`config.mk`:
```
export PLATFORM = sky130hd
export DESIGN_NAME = vcp_ctrl_port
export DESIGN_NICKNAME = d
export VERILOG_FILES = /design/src/vcp_pkg.sv /design/src/vcp_ctrl_port.sv
export SDC_FILE = /design/constraint.sdc
export NUM_CORES = 1
export LEC_CHECK = 0
export BUFFER_PORTS_ARGS = -buffer_cell sky130_fd_sc_hd__buf_2
export CORE_UTILIZATION = 48
export DETAILED_ROUTE_END_ITERATION = 8
export PLACE_DENSITY_LB_ADDON = 0.05
export SYNTH_ARGS = -nofsm -noshare
export SYNTH_HDL_FRONTEND = slang
export SYNTH_SLANG_ARGS = --single-unit
```
`constraint.sdc`:
```
create_clock -name ref_clk_i -period 10.63 [get_ports ref_clk_i]
set_input_delay 2.126 -clock ref_clk_i [delete_from_list [all_inputs] [get_ports ref_clk_i]]
set_output_delay 2.126 -clock ref_clk_i [all_outputs]
set_load 0.02 [all_outputs]
```
`src/vcp_pkg.sv`:
```
// Purpose: Shared constants and carriers for the voice codec control port
// Assumes: 40 MHz ref_clk_i, Wishbone classic slave with byte addresses
// Notes:   All pin inputs travel together in vcp_pin_t through one synchroniser
package vcp_pkg;
   localparam int          CLK_HZ        = 40_000_000;
   localparam int          REG_FAST_HZ   = 256_000;
   localparam int          REG_SLOW_HZ   = 85_300;
   localparam logic [7:0]  REG_FAST_HALF = 8'(CLK_HZ / (2 * REG_FAST_HZ));
   localparam logic [7:0]  REG_SLOW_HALF = 8'(CLK_HZ / (2 * REG_SLOW_HZ));

   localparam logic [7:0]  A_CTRL    = 8'h00;
   localparam logic [7:0]  A_LINE    = 8'h04;
   localparam logic [7:0]  A_RXBYTE  = 8'h08;
   localparam logic [7:0]  A_TXBYTE  = 8'h0C;
   localparam logic [7:0]  A_STATUS  = 8'h10;
   localparam logic [7:0]  A_MASK    = 8'h14;
   localparam logic [7:0]  A_STRAP   = 8'h18;
   localparam logic [7:0]  A_CFG2    = 8'h1C;
   localparam logic [7:0]  A_SLOTS   = 8'h20;
   localparam logic [7:0]  A_TXSAMP  = 8'h24;
   localparam logic [7:0]  A_RXSAMP  = 8'h28;

   localparam int          C_INBAND  = 0;
   localparam int          C_PUSHPL  = 1;
   localparam int          C_SLOWCLK = 2;
   localparam int          C_REGEN   = 3;
   localparam int          CFG2_DRV  = 7;
   localparam int          ST_BYTE   = 0;
   localparam int          ST_FLT0   = 1;
   localparam int          ST_FLT1   = 2;

   localparam logic [2:0]  BIT_LAST  = 3'h7;
   localparam logic [9:0]  POS_ONE   = 10'h001;
   localparam logic [7:0]  CNT_ONE   = 8'h01;

   typedef struct packed {
      logic       sck;
      logic       din;
      logic       int_in;
      logic       cs_n;
      logic       rst_n;
      logic [1:0] fault_n;
      logic       pclk;
      logic       fs;
      logic       rxhw;
   } vcp_pin_t;

   localparam vcp_pin_t PIN_IDLE = '{sck: 1'b0, din: 1'b0, int_in: 1'b1, cs_n: 1'b1,
                                     rst_n: 1'b0, fault_n: 2'h3, pclk: 1'b0,
                                     fs: 1'b0, rxhw: 1'b0};
endpackage

```
`src/vcp_ctrl_port.sv`:
```
// Purpose: Control-side pin logic of a dual-channel voice codec
// Assumes: Pins are asynchronous to ref_clk_i and slow enough to edge-detect
// Notes:   Serial frames are 8-bit bytes; the command layer sits in software
//
// The register offsets and the Wishbone interface to the registers were chosen for this implementation.
`timescale 1ns/1ps
`default_nettype none
module vcp_ctrl_port
   import vcp_pkg::*;
(
   input  wire logic        ref_clk_i,            // 40 MHz system clock
   input  wire logic        rst_i,                // Async reset, active high
   input  wire logic        wb_cyc_i,             // Wishbone cycle
   input  wire logic        wb_stb_i,             // Wishbone strobe
   input  wire logic        wb_we_i,              // Wishbone write enable
   input  wire logic [7:0]  wb_adr_i,             // Byte address
   input  wire logic [3:0]  wb_sel_i,             // Byte enables
   input  wire logic [31:0] wb_dat_i,             // Write data
   output logic      [31:0] wb_dat_o,             // Read data
   output logic             wb_ack_o,             // Acknowledge
   output logic             irq_o,                // Level interrupt, high active
   input  wire logic        ctrl_shift_clock_i,   // Control shift clock pin
   input  wire logic        ctrl_data_in_i,       // Control data input pin
   input  wire logic        chip_select_n_i,      // Chip select, active low
   output logic             ctrl_data_out_o,      // Control data output level
   output logic             ctrl_data_out_oe_o,   // Control data output enable
   input  wire logic        int_n_i,              // Interrupt pin level seen
   output logic             int_n_o,              // Interrupt pin drive level
   output logic             int_n_oe_o,           // Interrupt pin enable
   input  wire logic        chip_reset_n_i,       // Reset pin, active low
   input  wire logic [1:0]  fault_n_i,            // Channel fault pins, low active
   output logic      [1:0]  line_state_ctl_a_o,   // Line state bit a per channel
   output logic      [1:0]  line_state_ctl_b_o,   // Line state bit b per channel
   output logic      [1:0]  line_state_ctl_c_o,   // Line state bit c per channel
   output logic             regulator_clock_out_o,// Switching regulator clock
   input  wire logic        pcm_clk_i,            // Highway bit clock
   input  wire logic        frame_sync_i,         // Highway frame sync
   input  wire logic        rx_highway_in_i,      // Receive highway data
   output logic             tx_highway_out_o,     // Transmit highway data
   output logic             tx_highway_oe_o,      // Transmit highway enable
   output logic      [2:0]  addr_strap_o          // Captured address straps
);

   function automatic logic [31:0] merge(input logic [31:0] old_v, input logic [31:0] new_v,
                                         input logic [3:0] sel);
      logic [31:0] r;
      r = old_v;
      for (int i = 0; i < 4; i++) begin
         if (sel[i]) begin
            r[i*8 +: 8] = new_v[i*8 +: 8];
         end
      end
      return r;
   endfunction
   function automatic logic slot_hit(input logic [9:0] pos, input logic [7:0] slot);
      return pos[9:3] == slot[6:0];
   endfunction
   vcp_pin_t    pin_raw;
   vcp_pin_t    meta_q;
   vcp_pin_t    sync_q;
   vcp_pin_t    prev_q;
   logic        srst;
   logic [7:0]  ctrl_q;
   logic [5:0]  line_q;
   logic [7:0]  rxbyte_q;
   logic [7:0]  txbyte_q;
   logic [2:0]  status_q;
   logic [2:0]  mask_q;
   logic [7:0]  cfg2_q;
   logic [15:0] slots_q;
   logic [15:0] txsamp_q;
   logic [15:0] rxsamp_q;
   logic [2:0]  strap_q;
   logic        ack_q;
   logic [31:0] dat_q;
   logic [7:0]  rx_sh_q;
   logic [7:0]  tx_sh_q;
   logic [2:0]  bit_q;
   logic        arm_q;
   logic [7:0]  div_q;
   logic        regclk_q;
   logic [9:0]  pos_q;
   logic [7:0]  hw_rx_q [2];
   logic        hw_tx_q;
   logic        hw_oe_q;
   assign pin_raw = '{sck: ctrl_shift_clock_i, din: ctrl_data_in_i, int_in: int_n_i,
                      cs_n: chip_select_n_i, rst_n: chip_reset_n_i, fault_n: fault_n_i,
                      pclk: pcm_clk_i, fs: frame_sync_i, rxhw: rx_highway_in_i};

   always_ff @(posedge ref_clk_i or posedge rst_i) begin
      if (rst_i) begin
         meta_q <= PIN_IDLE;
         sync_q <= PIN_IDLE;
         prev_q <= PIN_IDLE;
      end else begin
         meta_q <= pin_raw;
         sync_q <= meta_q;
         prev_q <= sync_q;
      end
   end

   assign srst = ~sync_q.rst_n;
   wire inband   = ctrl_q[C_INBAND];
   wire sel_ok   = ~sync_q.cs_n & ~inband;
   wire sck_rise = sel_ok & sync_q.sck & ~prev_q.sck;
   wire sck_fall = sel_ok & ~sync_q.sck & prev_q.sck;
   wire cs_fall  = ~sync_q.cs_n & prev_q.cs_n;
   wire byte_end = sck_rise & (bit_q == BIT_LAST);
   wire p_rise   = sync_q.pclk & ~prev_q.pclk;
   wire p_fall   = ~sync_q.pclk & prev_q.pclk;
   wire [9:0] pos_n = sync_q.fs ? 10'h000 : pos_q + POS_ONE;

   // Wishbone: ack one cycle after the request; writes commit on the ack edge
   wire req   = wb_cyc_i & wb_stb_i;
   wire wr_en = req & wb_we_i & ack_q;
   wire wr_ctrl   = wr_en & (wb_adr_i == A_CTRL);
   wire wr_line   = wr_en & (wb_adr_i == A_LINE);
   wire wr_tx     = wr_en & (wb_adr_i == A_TXBYTE);
   wire wr_status = wr_en & (wb_adr_i == A_STATUS);
   wire wr_mask   = wr_en & (wb_adr_i == A_MASK);
   wire wr_cfg2   = wr_en & (wb_adr_i == A_CFG2);
   wire wr_slots  = wr_en & (wb_adr_i == A_SLOTS);
   wire wr_txsamp = wr_en & (wb_adr_i == A_TXSAMP);
   wire [31:0] wdat = merge(32'h0000_0000, wb_dat_i, wb_sel_i);
   logic [31:0] rdata;
   always_comb begin
      if (wb_adr_i == A_CTRL) begin
         rdata = {24'h000000, ctrl_q};
      end else if (wb_adr_i == A_LINE) begin
         rdata = {26'h0000000, line_q};
      end else if (wb_adr_i == A_RXBYTE) begin
         rdata = {24'h000000, rxbyte_q};
      end else if (wb_adr_i == A_TXBYTE) begin
         rdata = {24'h000000, txbyte_q};
      end else if (wb_adr_i == A_STATUS) begin
         rdata = {29'h00000000, status_q};
      end else if (wb_adr_i == A_MASK) begin
         rdata = {29'h00000000, mask_q};
      end else if (wb_adr_i == A_STRAP) begin
         rdata = {27'h0000000, ~sync_q.fault_n, strap_q};
      end else if (wb_adr_i == A_CFG2) begin
         rdata = {24'h000000, cfg2_q};
      end else if (wb_adr_i == A_SLOTS) begin
         rdata = {16'h0000, slots_q};
      end else if (wb_adr_i == A_TXSAMP) begin
         rdata = {16'h0000, txsamp_q};
      end else if (wb_adr_i == A_RXSAMP) begin
         rdata = {16'h0000, rxsamp_q};
      end else begin
         rdata = 32'h0000_0000;
      end
   end

   always_ff @(posedge ref_clk_i or posedge rst_i) begin
      if (rst_i) begin
         ack_q <= 1'b0;
         dat_q <= 32'h0000_0000;
      end else begin
         ack_q <= req & ~ack_q;
         if (req & ~ack_q) begin
            dat_q <= rdata;
         end
      end
   end
   assign wb_ack_o = ack_q;
   assign wb_dat_o = dat_q;
   // Software registers; the reset pin clears them like the bus reset
   always_ff @(posedge ref_clk_i or posedge rst_i) begin
      if (rst_i) begin
         ctrl_q   <= 8'h00;
         line_q   <= 6'h00;
         txbyte_q <= 8'h00;
         mask_q   <= 3'h0;
         cfg2_q   <= 8'h00;
         slots_q  <= 16'h0000;
         txsamp_q <= 16'h0000;
      end else if (srst) begin
         ctrl_q   <= 8'h00;
         line_q   <= 6'h00;
         txbyte_q <= 8'h00;
         mask_q   <= 3'h0;
         cfg2_q   <= 8'h00;
         slots_q  <= 16'h0000;
         txsamp_q <= 16'h0000;
      end else begin
         if (wr_ctrl)   ctrl_q   <= wdat[7:0];
         if (wr_line)   line_q   <= wdat[5:0];
         if (wr_tx)     txbyte_q <= wdat[7:0];
         if (wr_mask)   mask_q   <= wdat[2:0];
         if (wr_cfg2)   cfg2_q   <= wdat[7:0];
         if (wr_slots)  slots_q  <= wdat[15:0];
         if (wr_txsamp) txsamp_q <= wdat[15:0];
      end
   end

   // Sticky events; a new event wins over a same-cycle write-one clear
   wire [2:0] events = {~sync_q.fault_n[1], ~sync_q.fault_n[0], byte_end};
   wire [2:0] clr    = wr_status ? wdat[2:0] : 3'h0;
   wire       svc    = |(status_q & mask_q);
   always_ff @(posedge ref_clk_i or posedge rst_i) begin
      if (rst_i) begin
         status_q <= 3'h0;
      end else if (srst) begin
         status_q <= 3'h0;
      end else begin
         status_q <= (status_q & ~clr) | events;
      end
   end
   assign irq_o = svc;
   // Serial control port: sample on rising, present next bit after falling
   always_ff @(posedge ref_clk_i or posedge rst_i) begin
      if (rst_i) begin
         rx_sh_q  <= 8'h00;
         rxbyte_q <= 8'h00;
         tx_sh_q  <= 8'h00;
         bit_q    <= 3'h0;
         arm_q    <= 1'b0;
      end else if (srst) begin
         rx_sh_q  <= 8'h00;
         rxbyte_q <= 8'h00;
         tx_sh_q  <= 8'h00;
         bit_q    <= 3'h0;
         arm_q    <= 1'b0;
      end else begin
         if (sck_rise) begin
            rx_sh_q <= {rx_sh_q[6:0], sync_q.din};
            bit_q   <= bit_q + 3'h1;
         end
         if (byte_end) begin
            rxbyte_q <= {rx_sh_q[6:0], sync_q.din};
         end
         if (cs_fall) begin
            tx_sh_q <= txbyte_q;
            bit_q   <= 3'h0;
         end else if (sck_fall) begin
            tx_sh_q <= (bit_q == 3'h0) ? txbyte_q : {tx_sh_q[6:0], 1'b0};
         end
         if (sync_q.cs_n) begin
            arm_q <= 1'b0;
         end else if (wr_tx) begin
            arm_q <= 1'b1;
         end
      end
   end

   // Without the drive bit the output only drives for an armed read,
   // which is what keeps a shared data wire free for the host
   assign ctrl_data_out_o    = tx_sh_q[7];
   assign ctrl_data_out_oe_o = sel_ok & (arm_q | cfg2_q[CFG2_DRV]);

   // Interrupt pin: straps in in-band mode, otherwise low on service
   assign int_n_o    = ~svc;
   assign int_n_oe_o = ~inband & (ctrl_q[C_PUSHPL] | svc);

   always_ff @(posedge ref_clk_i or posedge rst_i) begin
      if (rst_i) begin
         strap_q <= 3'h0;
      end else if (inband) begin
         strap_q <= {sync_q.int_in, sync_q.din, sync_q.sck};
      end
   end
   assign addr_strap_o       = strap_q;
   assign line_state_ctl_a_o = {line_q[3], line_q[0]};
   assign line_state_ctl_b_o = {line_q[4], line_q[1]};
   assign line_state_ctl_c_o = {line_q[5], line_q[2]};
   // Regulator clock; integer division leaves both rates a little fast
   wire [7:0] half = ctrl_q[C_SLOWCLK] ? REG_SLOW_HALF : REG_FAST_HALF;
   always_ff @(posedge ref_clk_i or posedge rst_i) begin
      if (rst_i) begin
         div_q    <= 8'h00;
         regclk_q <= 1'b0;
      end else if (srst | ~ctrl_q[C_REGEN]) begin
         div_q    <= 8'h00;
         regclk_q <= 1'b0;
      end else if (div_q + CNT_ONE >= half) begin
         div_q    <= 8'h00;
         regclk_q <= ~regclk_q;
      end else begin
         div_q <= div_q + CNT_ONE;
      end
   end

   assign regulator_clock_out_o = regclk_q;
   // Highway: drive on bit clock rise, sample on fall, slots of eight bits
   wire hit0_n = slot_hit(pos_n, slots_q[7:0]);
   wire hit1_n = slot_hit(pos_n, slots_q[15:8]);
   wire [7:0] samp_n = hit0_n ? txsamp_q[7:0] : txsamp_q[15:8];
   always_ff @(posedge ref_clk_i or posedge rst_i) begin
      if (rst_i) begin
         pos_q      <= 10'h000;
         hw_tx_q    <= 1'b0;
         hw_oe_q    <= 1'b0;
         hw_rx_q[0] <= 8'h00;
         hw_rx_q[1] <= 8'h00;
         rxsamp_q   <= 16'h0000;
      end else if (srst) begin
         pos_q      <= 10'h000;
         hw_tx_q    <= 1'b0;
         hw_oe_q    <= 1'b0;
         hw_rx_q[0] <= 8'h00;
         hw_rx_q[1] <= 8'h00;
         rxsamp_q   <= 16'h0000;
      end else begin
         if (p_rise) begin
            pos_q   <= pos_n;
            hw_tx_q <= samp_n[BIT_LAST - pos_n[2:0]];
            hw_oe_q <= hit0_n | hit1_n;
         end
         if (p_fall) begin
            for (int c = 0; c < 2; c++) begin
               if (slot_hit(pos_q, slots_q[c*8 +: 8])) begin
                  hw_rx_q[c] <= {hw_rx_q[c][6:0], sync_q.rxhw};
                  if (pos_q[2:0] == BIT_LAST) begin
                     rxsamp_q[c*8 +: 8] <= {hw_rx_q[c][6:0], sync_q.rxhw};
                  end
               end
            end
         end
      end
   end

   assign tx_highway_out_o = hw_tx_q;
   assign tx_highway_oe_o  = hw_oe_q;
endmodule
`default_nettype wire

```
; ---- Word-level counts from Yosys, hierarchy flattened
; Index checks and enable logic that the tools add are counted.
[classes]
n_addsub = 4
mul = 0
div = 0
order_cmp = 2
eq_ne = 33
n_shift = 0
n_mux = 68
bitwise = 45
n_reduce_logical = 8
[op_table]
columns = op, count
row1 = $mux W16, 17
row2 = $mux W8, 23
row3 = $eq A8 B5 Y1 const B, 4
row4 = $mux W10, 3
row5 = $mux W15, 2
row6 = $eq A7 B7 Y1, 4
row7 = $ne A2 B1 Y1 const B, 14
row8 = $eq A8 B6 Y1 const B, 3
row9 = $and A1 B1 Y1, 23
row10 = $mux W3, 7
row11 = $mux W7, 3
row12 = $eq A8 B4 Y1 const B, 2
row13 = $not A1 Y1, 13
row14 = $mux W6, 2
row15 = $add A10 B1 Y10 const B, 1
row16 = $mux W1, 10
row17 = $ne A3 B1 Y1 const B, 3
row18 = $add A8 B1 Y8 const B, 1
row19 = $eq A8 B3 Y1 const B, 1
row20 = $ge A8 B8 Y1, 1
row21 = $logic_not A8 Y1, 1
row22 = $and A3 B3 Y3, 2
row23 = $eq A3 B3 Y1 const B, 2
row24 = $reduce_and A3 Y1, 2
row25 = 12 further kinds, 16
[word_totals]
reg_bits = 205
latch_bits = 0
mem_bits_rw = 0
rom_bits = 0
inputBits = 59
wordCells = 206
n_memories = 0

; ---- Longest topological paths before layout
; Gate-level depths: netlist (run 1).
[depth]
ltp_word = 12
ltp_mapped = 9
ltp_nobuf = 9

; ---- Worst setup path after synthesis (run 1)
; OpenSTA, ideal clock, no wires.
[synth_path]
kind = input to register
startpoint = in wb_adr_i[5]
endpoint = reg txbyte_q[0]
arrival_time_ns = 3.619
t_required_ns = 10.498
setup_slack_ns = 6.879
path_stages = 7
n_path_buf = 2
path_cell_list = nor4_1 and4_1 buf_2 nand2_1 clkbuf_1 a21oi_1 nor2_1
[synth_via]
elab_chain_len = 3
[synth_lines]
columns = item, line
row1 = "start, declared", vcp_ctrl_port.sv:16  ; input wire logic [7:0] wb_adr_i,
row2 = $eq A8 B4 Y1, vcp_ctrl_port.sv:118  ; wire wr_tx = wr_en & (wb_adr_i == A_TXBYTE);
row3 = $and A1 B1 Y1, vcp_ctrl_port.sv:118
row4 = $ne A2 B1 Y1 (no source line), -
row5 = "end signal, assigned", vcp_ctrl_port.sv:188  ; if (wr_tx) txbyte_q <= wdat[7:0];
row6 = "end, declared", vcp_ctrl_port.sv:66  ; logic [7:0] txbyte_q;
; Every way passes these cells.
; A chain may end at the register's enable or synchronous reset.

; ---- Final worst setup path (run 1)
[layout_path]
startpoint = in wb_adr_i[1]
endpoint = reg dat_q[5] (netlist: wb_dat_o[5])
[layout_via]
elab_chain_len = 12
elab_cells_between_ends = 22
classes_between = eq/ne: 10 / mux: 11 / reduce/logical: 1
[layout_lines]
columns = item, line
row1 = $eq A8 B6 Y1, vcp_ctrl_port.sv:147  ; end else if (wb_adr_i == A_RXSAMP) begin
row2 = $mux W16, vcp_ctrl_port.sv:147
row3 = $mux W16, vcp_ctrl_port.sv:145  ; end else if (wb_adr_i == A_TXSAMP) begin
row4 = $mux W16, vcp_ctrl_port.sv:143  ; end else if (wb_adr_i == A_SLOTS) begin
row5 = $mux W16, vcp_ctrl_port.sv:141  ; end else if (wb_adr_i == A_CFG2) begin
row6 = $mux W16, vcp_ctrl_port.sv:139  ; end else if (wb_adr_i == A_STRAP) begin
row7 = $mux W16, vcp_ctrl_port.sv:137  ; end else if (wb_adr_i == A_MASK) begin
row8 = $mux W16, vcp_ctrl_port.sv:135  ; end else if (wb_adr_i == A_STATUS) begin
row9 = $mux W16, vcp_ctrl_port.sv:133  ; end else if (wb_adr_i == A_TXBYTE) begin
row10 = $mux W16, vcp_ctrl_port.sv:131  ; end else if (wb_adr_i == A_RXBYTE) begin
row11 = $mux W16, vcp_ctrl_port.sv:129  ; end else if (wb_adr_i == A_LINE) begin
row12 = $mux W16 (*), vcp_ctrl_port.sv:127  ; if (wb_adr_i == A_CTRL) begin
row13 = "end signal, assigned", vcp_ctrl_port.sv:161  ; dat_q <= rdata;
row14 = "end, declared", vcp_ctrl_port.sv:75  ; logic [31:0] dat_q;
; Mark *: on every way between the ends. The rest lies on a longest branch, timed or not.

==> impl_metrics.toml, run 1 <==
[clock_tree]
htreeDepth = 4
cts_buffer_depth = 2
clkSinkCount = 189
ctsHoldBuffers = 0
clkLatencyLatePin_ns = 0.45
cts_tree = "yes"
path_clk_slew_ns = 0.07
cts-buffers-inserted = 17
post_cts_resized = 0
clock-root-buffer = "clkbuf_16"
postCtsSetupBuffers = 0

[critical_path]
path_cells = "buf_2 -> nor4b_2 -> and2_0 -> a222oi_1 -> a31oi_1 -> a221oi_1 -> o21ai_0"
crit_buf_inv = 1
reg2reg_from = "sync_q[5]"
cp_top_family = "simple AND/OR/NAND/NOR gates"
rr_worst_depth = 5
cp_data_required_time_ns = 10.98
worstSetupPathType = "in -> reg"
cp-end-kind = "flop"
r2r_end = "rxsamp_q[10]"
worstPathArrival_ns = 4.72
critPathSlowestCell = "and2_0"
max_stage_delay_ns = 0.93
critPathMaxFanout = 15
ff2ff_setup_slack_ns = 7.51
worstSetupStartpointType = "primary input"

[synthesis]
synthDistinctLibCells = 78
async_reset_ff_frac = 1.00
synth_ff_type = "dfrtp_1"
synth-seq-cells = 189
synth_seq_area_share = 0.514
syn_inst = 985
syn_area_um2 = 9220
synth_edf_count = 0
yosys_warnings = 0
syn_avg_cell_area_um2 = 9.36

[detailed_routing]
wl_per_cell_um = 18.4
vias = 7192
drc = 0
drt_iter0_markers = 549
viasPerCell = 5.64
drt_wl_total_mm = 23.4
ant_nets = 0
dr.pass1.iters = 7

[pwr]
p_leak_nw = 4.58
p_switching_mw = 0.363
power_frac_seq = 0.511
pwr-share-comb = 0.054
p_per_area_nw_per_um2 = 141
peakVddDrop_v = 0.000107
power.share.clock = 0.434
power.internal_mw = 1.07
p_sw_frac = 0.253

[placed_design]
place.gp.congestion = 0.850
dp_slack_ns = 5.85
postPlaceCellArea_um2 = 9650
port_buffers = 74
dp_hpwl_mm = 15.9

[global_routing]
grt_pass1_vias = 6669
antenna_found_initial = 0
grt_start_max_net_pins = 135
grt_overflow_total = 0
grt_usage = 0.249
grt_pass1_wl_mm = 37.6

[run_status]
status = "finished clean"

[timing]
fin_tns_setup_ns = 0
finalSetupViolCount = 0
worstMarginPinSlew_ns = 1.07
fmax_mhz = 229
period_share = 0.411
drv_slew = 0
post-route-min-period_ns = 4.36
setup_slack_ns = 6.27
rsz0062_at_grt = "no"
hold_viol_final = 0
fin_worst_skew_ns = 0.0211
slew_headroom = 0.288

[floorplan]
coreArea_um2 = 18800
die_w_um = 141
num_rows = 50
dieHeight_um = 141
start_util = 0.491
dieArea_um2 = 19800
io_pins = 109

[job]
max-cap-violations = 0

[finish]
fin_nets = 1097
diodes = 0
fill_cells = 1755
area_delta_synth_final_pct = 10.8
postLayoutCellArea_um2 = 10200
drive_gt1_frac = 0.146

[min_path]
whs_path_depth = 0
hold_class = "reg -> reg"
min-delay-start = "meta_q[2]"
worstHoldEndpoint = "sync_q[2]"
[worst max path at each step]
stage / from / end / slack [ns] / depth (start not counted)
detailed placement: wb_adr_i[1] / wb_dat_o[5] / 5.85 / 7
finish: wb_adr_i[1] / wb_dat_o[5] / 6.27 / 7
global placement: wb_adr_i[1] / wb_dat_o[5] / 5.84 / 7
floorplan: rst_i / addr_strap_o[0] / 3.38 / 1
CTS: wb_adr_i[1] / wb_dat_o[5] / 6.30 / 7
global route: wb_adr_i[1] / wb_dat_o[5] / 6.12 / 7
[per-layer routing]
layer | GRT usage | share of wire | vias to the layer above
met4 | 0.0618 | 0.0095 | 0
met3 | 0.0506 | 0.051 | 12
met1 | 0.378 | 0.50 | 3529
met2 | 0.364 | 0.44 | 173
li1 | - | - | 3478
met5 | 0 | 0 | -
[cells in the final DEF, fill, tap and decap left out, drive strengths merged, types with 8 or more instances in the layout]
master / count
nand4: 9
mux2i: 35
ha: 10
nor2b: 9
xnor2: 25
conb: 16
nor2: 155
nand3: 36
dfstp: 9
nand2: 134
a222oi: 8
buf: 82
inv: 21
and2: 8
a21oi: 121
a221oi: 10
dfrtp: 180
clkinv: 8
o31ai: 8
clkbuf: 18
o21ai: 38
[area by class of cell]
cell class | instances | area (um^2) | share of cell area
Tap cell | 234 | 293 | 0.0286
Clock inverter | 14 | 140 | 0.0137
Inverter | 19 | 80.1 | 0.00784
Timing Repair Buffer | 82 | 430 | 0.0421
Clock buffer | 18 | 429 | 0.0420
Multi-Input combinational cell | 719 | 4110 | 0.402
Sequential cell | 189 | 4740 | 0.464
[registers in the layout (all words and copies together), names as in the netlist, 6 cells and up]
| register | count |
|---|---|
| line_q | 6 |
| slots_q | 16 |
| tx_sh_q | 8 |
| cfg2_q | 8 |
| sync_q | 10 |
| div_q | 8 |
| txsamp_q | 16 |
| rx_sh_q | 7 |
| ctrl_q | 8 |
| txbyte_q | 8 |
| rxsamp_q | 16 |
| rxbyte_q | 8 |
| meta_q | 10 |
| pos_q | 10 |
| wb_dat_o | 16 |
| hw_rx_q | 14 |
[worst register-to-register path: stages, from the launching register on]
cell      delay [ns]
dfrtp_1         0.33
buf_4           0.27
clkinv_2        0.66
buf_4           0.66
a21oi_1         0.87
o21ai_0         0.21
[cells by family after synthesis]
group / Yosys count / share of synthesized area
AO/OA/AOI/OAI: 228 / 0.150
XOR/XNOR: 31 / 0.0303
adder cells (fa/ha/maj): 10 / 0.0136
buffers and inverters: 92 / 0.0468
flip-flops: 189 / 0.514
multiplexers: 41 / 0.0495
other: 1 / 0.000407
AND/OR/NAND/NOR: 393 / 0.195
[synth_stat cells, types with 4 or more instances]
| cell | number | area, um^2 |
|---|---|---|
| a21oi_1 | 120 | 601 |
| a221oi_1 | 9 | 78.8 |
| a222oi_1 | 8 | 80.1 |
| a22o_1 | 7 | 61.3 |
| a22oi_1 | 6 | 45.0 |
| a31oi_1 | 5 | 31.3 |
| and2_1 | 6 | 37.5 |
| buf_2 | 9 | 45.0 |
| buf_4 | 19 | 143 |
| clkbuf_1 | 42 | 158 |
| dfrtp_1 | 180 | 4500 |
| dfstp_2 | 9 | 236 |
| ha_1 | 10 | 125 |
| inv_1 | 18 | 67.6 |
| mux2i_1 | 33 | 330 |
| nand2_1 | 133 | 499 |
| nand2b_1 | 6 | 37.5 |
| nand3_1 | 34 | 170 |
| nand4_1 | 7 | 43.8 |
| nor2_1 | 154 | 578 |
| nor2b_1 | 9 | 56.3 |
| nor3_1 | 5 | 25.0 |
| o21ai_0 | 35 | 175 |
| o31ai_1 | 8 | 60.1 |
| or3_1 | 4 | 25.0 |
| xnor2_1 | 25 | 219 |
| xor2_1 | 5 | 43.8 |
[per-stage QoR]
step                power, mW  instances   util  hold slack, ns
finish                   1.44       1275  0.545           0.352
CTS                      1.45       1275  0.545           0.355
detailed placement      0.828       1243  0.514           0.340
floorplan               0.803       1000      -           0.331
global placement        0.828       1243  0.514           0.333
global route             1.49       1275  0.545           0.359
[power groups by stage]
stage,registers [mW],clock network (mW),logic (mW)
floorplan,0.749,0,0.0542
global placement,0.749,0,0.0789
detailed placement,0.749,0,0.0787
CTS,0.735,0.638,0.0789
global route,0.736,0.665,0.0869
finish,0.735,0.625,0.0778
Note: power is estimated with default switching activity, not from simulation.
==> inputs of run 2 (changes only) <==
==> constraint.sdc (replaced) <==
create_clock -name ref_clk_i -period 4.4 [get_ports ref_clk_i]
set_input_delay 0.88 -clock ref_clk_i [delete_from_list [all_inputs] [get_ports ref_clk_i]]
set_output_delay 0.88 -clock ref_clk_i [all_outputs]
set_load 0.02 [all_outputs]
==> impl_metrics.toml, run 2 (same netlist as run 1, synthesis figures left out) <==
[run_status]
status = "finished clean"

[global_routing]
grt_pass1_vias = 6540
grt_pass1_wl_mm = 37.1
grt_usage = 0.246
grt_start_max_net_pins = 190
grt_overflow_total = 0
antenna_found_initial = 0

[critical_path]
critPathMaxFanout = 15
ff2ff_setup_slack_ns = 1.58
reg2reg_from = "pos_q[4]"
worstPathArrival_ns = 3.10
startpoint = "pos_q[4]"
worstSetupPathType = "reg -> reg"
rr_worst_depth = 6
critPathCapture = "rxsamp_q[4]"
cp-end-kind = "flop"
worstSetupStartpointType = "flop"
r2r_end = "rxsamp_q[4]"
cp_data_required_time_ns = 4.69

[placed_design]
place.gp.congestion = 0.863
dp_slack_ns = 1.23
dp_hpwl_mm = 15.9
dp_cells = 1250
port_buffers = 74
postPlaceCellArea_um2 = 9710

[clock_tree]
clkLatencyLatePin_ns = 0.44
post_cts_resized = 0
clkSinkCount = 189
postCtsSetupBuffers = 0
path_clk_slew_ns = 0.08
cts_buffer_depth = 2
cts-buffers-inserted = 17
htreeDepth = 4
cts_tree = "yes"
ctsHoldBuffers = 0
clock-root-buffer = "clkbuf_16"

[floorplan]
num_rows = 50
die_w_um = 141
start_util = 0.491
dieHeight_um = 141
coreArea_um2 = 18800
io_pins = 109
dieArea_um2 = 19800

[timing]
rsz0062_at_grt = "no"
finalSetupViolCount = 0
fin_tns_setup_ns = 0
setup_slack_ns = 1.58
post-route-min-period_ns = 2.82
period_share = 0.640
worstMarginPinSlew_ns = 1.03
fin_worst_skew_ns = 0.0117
hold_viol_final = 0
whs_ns = 0.353
fmax_mhz = 355
slew_headroom = 0.313
drv_slew = 0

[finish]
stdcell_count = 1282
drive_gt1_frac = 0.152
fill_cells = 1769
fin_nets = 1104
final_common_cell = "dfrtp_1"
regArea_um2 = 4740
diodes = 0
fin_util = 0.548
layout_common_cells = "dfrtp_1 (180), nor2_1 (154), nand2_1 (133)"
area_delta_synth_final_pct = 11.5
multi_input_area_um2 = 4110
postLayoutCellArea_um2 = 10300

[min_path]
hold_class = "reg -> reg"

[detailed_routing]
drt_wl_total_mm = 23.2
viasPerCell = 5.59
drc = 0
dr.pass1.iters = 5
ant_nets = 0
vias = 7163
wl_per_cell_um = 18.1
drt_iter0_markers = 581

[job]
max-cap-violations = 0

[pwr]
p_leak_nw = 4.63
totalPowerFinal_mw = 3.47
p_per_area_nw_per_um2 = 337
peakVddDrop_v = 0.000253
[run 2: worst min-delay path by stage]
stage               startpoint         to  slack [ns]  depth (start not counted)
finish               meta_q[0]  sync_q[0]        0.35                          0
detailed placement   meta_q[2]  sync_q[2]        0.34                          0
floorplan            meta_q[0]  sync_q[0]        0.33                          0
global placement     meta_q[5]  sync_q[5]        0.33                          0
CTS                  meta_q[0]  sync_q[0]        0.36                          0
global route         meta_q[9]  sync_q[9]        0.36                          0
[run 2: metal layers]
metal  routed length (um)  global-route usage  vias to the layer above
met2                10400               0.366                      209
met5                    0                   0                        -
met1                11300               0.371                     3463
met4                  244              0.0641                        0
li1                     -                   -                     3477
met3                 1190              0.0425                       14
[run 2: critical path, cell delays in order (launching register included)]
cell and delay [ns]:
dfrtp_1 0.66, xnor2_1 0.18, nand4_1 0.12, nor2_1 0.80, nand2_1 0.56, mux2i_1 0.29
nor2_1 0.05
[run 2: layout make-up]
cell class,count,area share
Sequential cell,189,0.461
Multi-Input combinational cell,719,0.399
Timing Repair Buffer,89,0.0482
Inverter,19,0.00742
Tap cell,234,0.0285
Clock buffer,18,0.0417
Clock inverter,14,0.0140
[run 2: power breakdown]
part           switching [mW]  internal (mW)  leakage (nW)
combinational           0.144         0.0459          1.78
sequential             0.0164           1.76          2.57
clock                   0.742          0.758         0.282
==> inputs of run 3 (changes only) <==
--- a/config.mk
+++ b/config.mk
@@ -5,6 +5,7 @@
 export SDC_FILE = /design/constraint.sdc
 export NUM_CORES = 1
 export LEC_CHECK = 0
+export ABC_AREA = 1
 export BUFFER_PORTS_ARGS = -buffer_cell sky130_fd_sc_hd__buf_2
 export CORE_UTILIZATION = 48
 export DETAILED_ROUTE_END_ITERATION = 8
==> constraint.sdc (replaced) <==
create_clock -name ref_clk_i -period 2.9 [get_ports ref_clk_i]
set_input_delay 0.58 -clock ref_clk_i [delete_from_list [all_inputs] [get_ports ref_clk_i]]
set_output_delay 0.58 -clock ref_clk_i [all_outputs]
set_load 0.02 [all_outputs]
==> impl_metrics.toml, run 3 <==
[pwr]
p_leak_nw = 4.77
p_per_area_nw_per_um2 = 577
peakVddDrop_v = 0.000405

[min_path]
hold_class = "in -> async"

[timing]
fin_worst_skew_ns = 0.0136
drv_slew = 0
hold_viol_final = 0
worstMarginPinSlew_ns = 1.14
finalSetupViolCount = 0
post-route-min-period_ns = 2.46
fin_tns_setup_ns = 0
period_share = 0.849
rsz0062_at_grt = "no"
setup_slack_ns = 0.437
fmax_mhz = 406
slew_headroom = 0.237
whs_ns = 0.185

[detailed_routing]
vias = 7075
viasPerCell = 5.30
drt_iter0_markers = 567
dr.pass1.iters = 5
drt_wl_total_mm = 22.6
drc = 0
ant_nets = 0
wl_per_cell_um = 16.9

[finish]
layout_common_cells = "nand2_1 (276), dfrtp_1 (180), o21ai_0 (142)"
stdcell_count = 1334
area_delta_synth_final_pct = 14.3
drive_gt1_frac = 0.155
fin_nets = 1161
final_common_cell = "nand2_1"
postLayoutCellArea_um2 = 10100
fill_cells = 1723
diodes = 0

[placed_design]
dp_cells = 1302
dp_slack_ns = 0.456
place.gp.congestion = 0.930
port_buffers = 74
postPlaceCellArea_um2 = 9450
dp_hpwl_mm = 16.4

[global_routing]
antenna_found_initial = 0
grt_pass1_wl_mm = 36.2
grt_usage = 0.257
grt_pass1_vias = 6682
grt_overflow_total = 0
grt_start_max_net_pins = 58

[critical_path]
worstSetupStartpointType = "flop"
ff2ff_setup_slack_ns = 0.44
crit_buf_inv = 0
cp_data_required_time_ns = 3.22
rr_worst_depth = 16
path_cells = "ha_1 -> nand2_1 -> nor2_2 -> nand3_1 -> nand3_2 -> nand2_1 -> nand2_1 -> nand2_1 -> nor2_1 -> nand2_2 -> nand2_1 -> nand3_1 -> nand3_1 -> nand3_1 -> nand3_1 -> nand2_1"
cp_common_cell = "nand2_1"
worstSetupPathType = "reg -> reg"
crit_cells = 16
cp_top_family = "simple AND/OR/NAND/NOR gates"
critPathMaxFanout = 8
reg2reg_from = "pos_q[0]"
r2r_end = "tx_highway_out_o"
critPathSlowestCell = "dfrtp_1"
critPathCapture = "tx_highway_out_o"
worstPathArrival_ns = 2.78
cp-end-kind = "flop"
startpoint = "pos_q[0]"
max_stage_delay_ns = 0.49

[floorplan]
num_rows = 49
dieArea_um2 = 18900
die_w_um = 137
coreArea_um2 = 18000
io_pins = 109
start_util = 0.490
dieHeight_um = 137

[run_status]
status = "finished clean"

[synthesis]
synth_ff_type = "dfrtp_1"
synthDistinctLibCells = 45
synth_seq_area_share = 0.539
synth_most_common_cell = "nand2_1"
synth_edf_count = 0
synth_area_leaders = "dfrtp_1 (51%), nand2_1 (12%), o21ai_0 (8.1%)"
syn_area_um2 = 8800
synth_top_area_frac = 0.512
yosys_warnings = 0
synth-seq-cells = 189
syn_avg_cell_area_um2 = 8.69
synth.cells.most_frequent = "nand2_1 (276), dfrtp_1 (180), o21ai_0 (142)"
async_reset_ff_frac = 1.00
yosys.area.top_type = "dfrtp_1"
syn_inst = 1013

[clock_tree]
cts_buffer_depth = 2
ctsHoldBuffers = 0
postCtsSetupBuffers = 0
clkSinkCount = 189
clock-root-buffer = "clkbuf_16"
cts_tree = "yes"
path_clk_slew_ns = 0.07
cts-buffers-inserted = 17
post_cts_resized = 0
clkLatencyLatePin_ns = 0.43
htreeDepth = 4

[job]
max-cap-violations = 0
==> run 3: changes by cell type after synthesis, moves of 9 or more <==
cell	change
nand2_1	+143
o21ai_0	+107
nor2_1	-104
a21oi_1	-92
inv_1	+54
mux2i_1	-27
nand3_1	+26
xnor2_1	-20
clkbuf_1	-18
nand4_1	+14
nor2b_1	-9
==> run 3: where the power goes <==
part | switching (mW) | total [mW] | internal, mW
registers | 0.101 | 2.86 | 2.76
logic | 0.379 | 0.540 | 0.161
clock network | 1.07 | 2.41 | 1.34
==> run 3: through the flow <==
stage	power (mW)	util
after floorplan	3.25	-
after global placement	3.44	0.526
after detailed placement	3.45	0.526
after CTS	5.87	0.560
after global routing	6.05	0.560
final	5.81	0.560
==> run 3: final cells by class <==
class,instances,area (um^2),area share
clock buffers,19,453,0.0450
clock inverters,13,156,0.0155
inverters,79,300,0.0299
multi-input cells,711,3560,0.354
flip-flops and latches,189,4740,0.471
well taps,229,287,0.0285
repair buffers,94,558,0.0555
==> run 3: cell families after synthesis <==
family,count (synthesis),synth area share
flip-flops,189,0.539
AO/OA/AOI/OAI,223,0.143
XOR/XNOR,16,0.0159
adder cells (fa/ha/maj),10,0.0142
AND/OR/NAND/NOR,440,0.217
multiplexers,6,0.00683
buffers and inverters,128,0.0630
other,1,0.000426
==> run 3: worst min path at each step <==
stage / startpoint / to / slack [ns] / cells after the start
floorplan: meta_q[0] / sync_q[0] / 0.33 / 0
global placement: meta_q[8] / sync_q[8] / 0.33 / 0
detailed placement: meta_q[2] / sync_q[2] / 0.33 / 0
CTS: rst_i / slots_q[3] / 0.19 / 2
global route: rst_i / prev_q[2] / 0.20 / 2
finish: rst_i / slots_q[3] / 0.19 / 2
==> run 3: worst reg2reg max path, cell delays in order (launching register included) <==
cell and delay [ns]:
dfrtp_1 0.49, ha_1 0.25, nand2_1 0.10, nor2_2 0.15, nand3_1 0.18, nand3_2 0.16, nand2_1 0.06, nand2_1 0.09
nand2_1 0.07, nor2_1 0.15, nand2_2 0.12, nand2_1 0.08, nand3_1 0.09, nand3_1 0.09, nand3_1 0.08, nand3_1 0.13
nand2_1 0.07
==> run 3: metal layers <==
metal / routed length, um / vias to the layer above / track usage
met5: 0 / - / 0
met4: 456 / 0 / 0.0983
met1: 10500 / 3328 / 0.352
met3: 1030 / 25 / 0.0467
li1: - / 3535 / -
met2: 10600 / 187 / 0.405
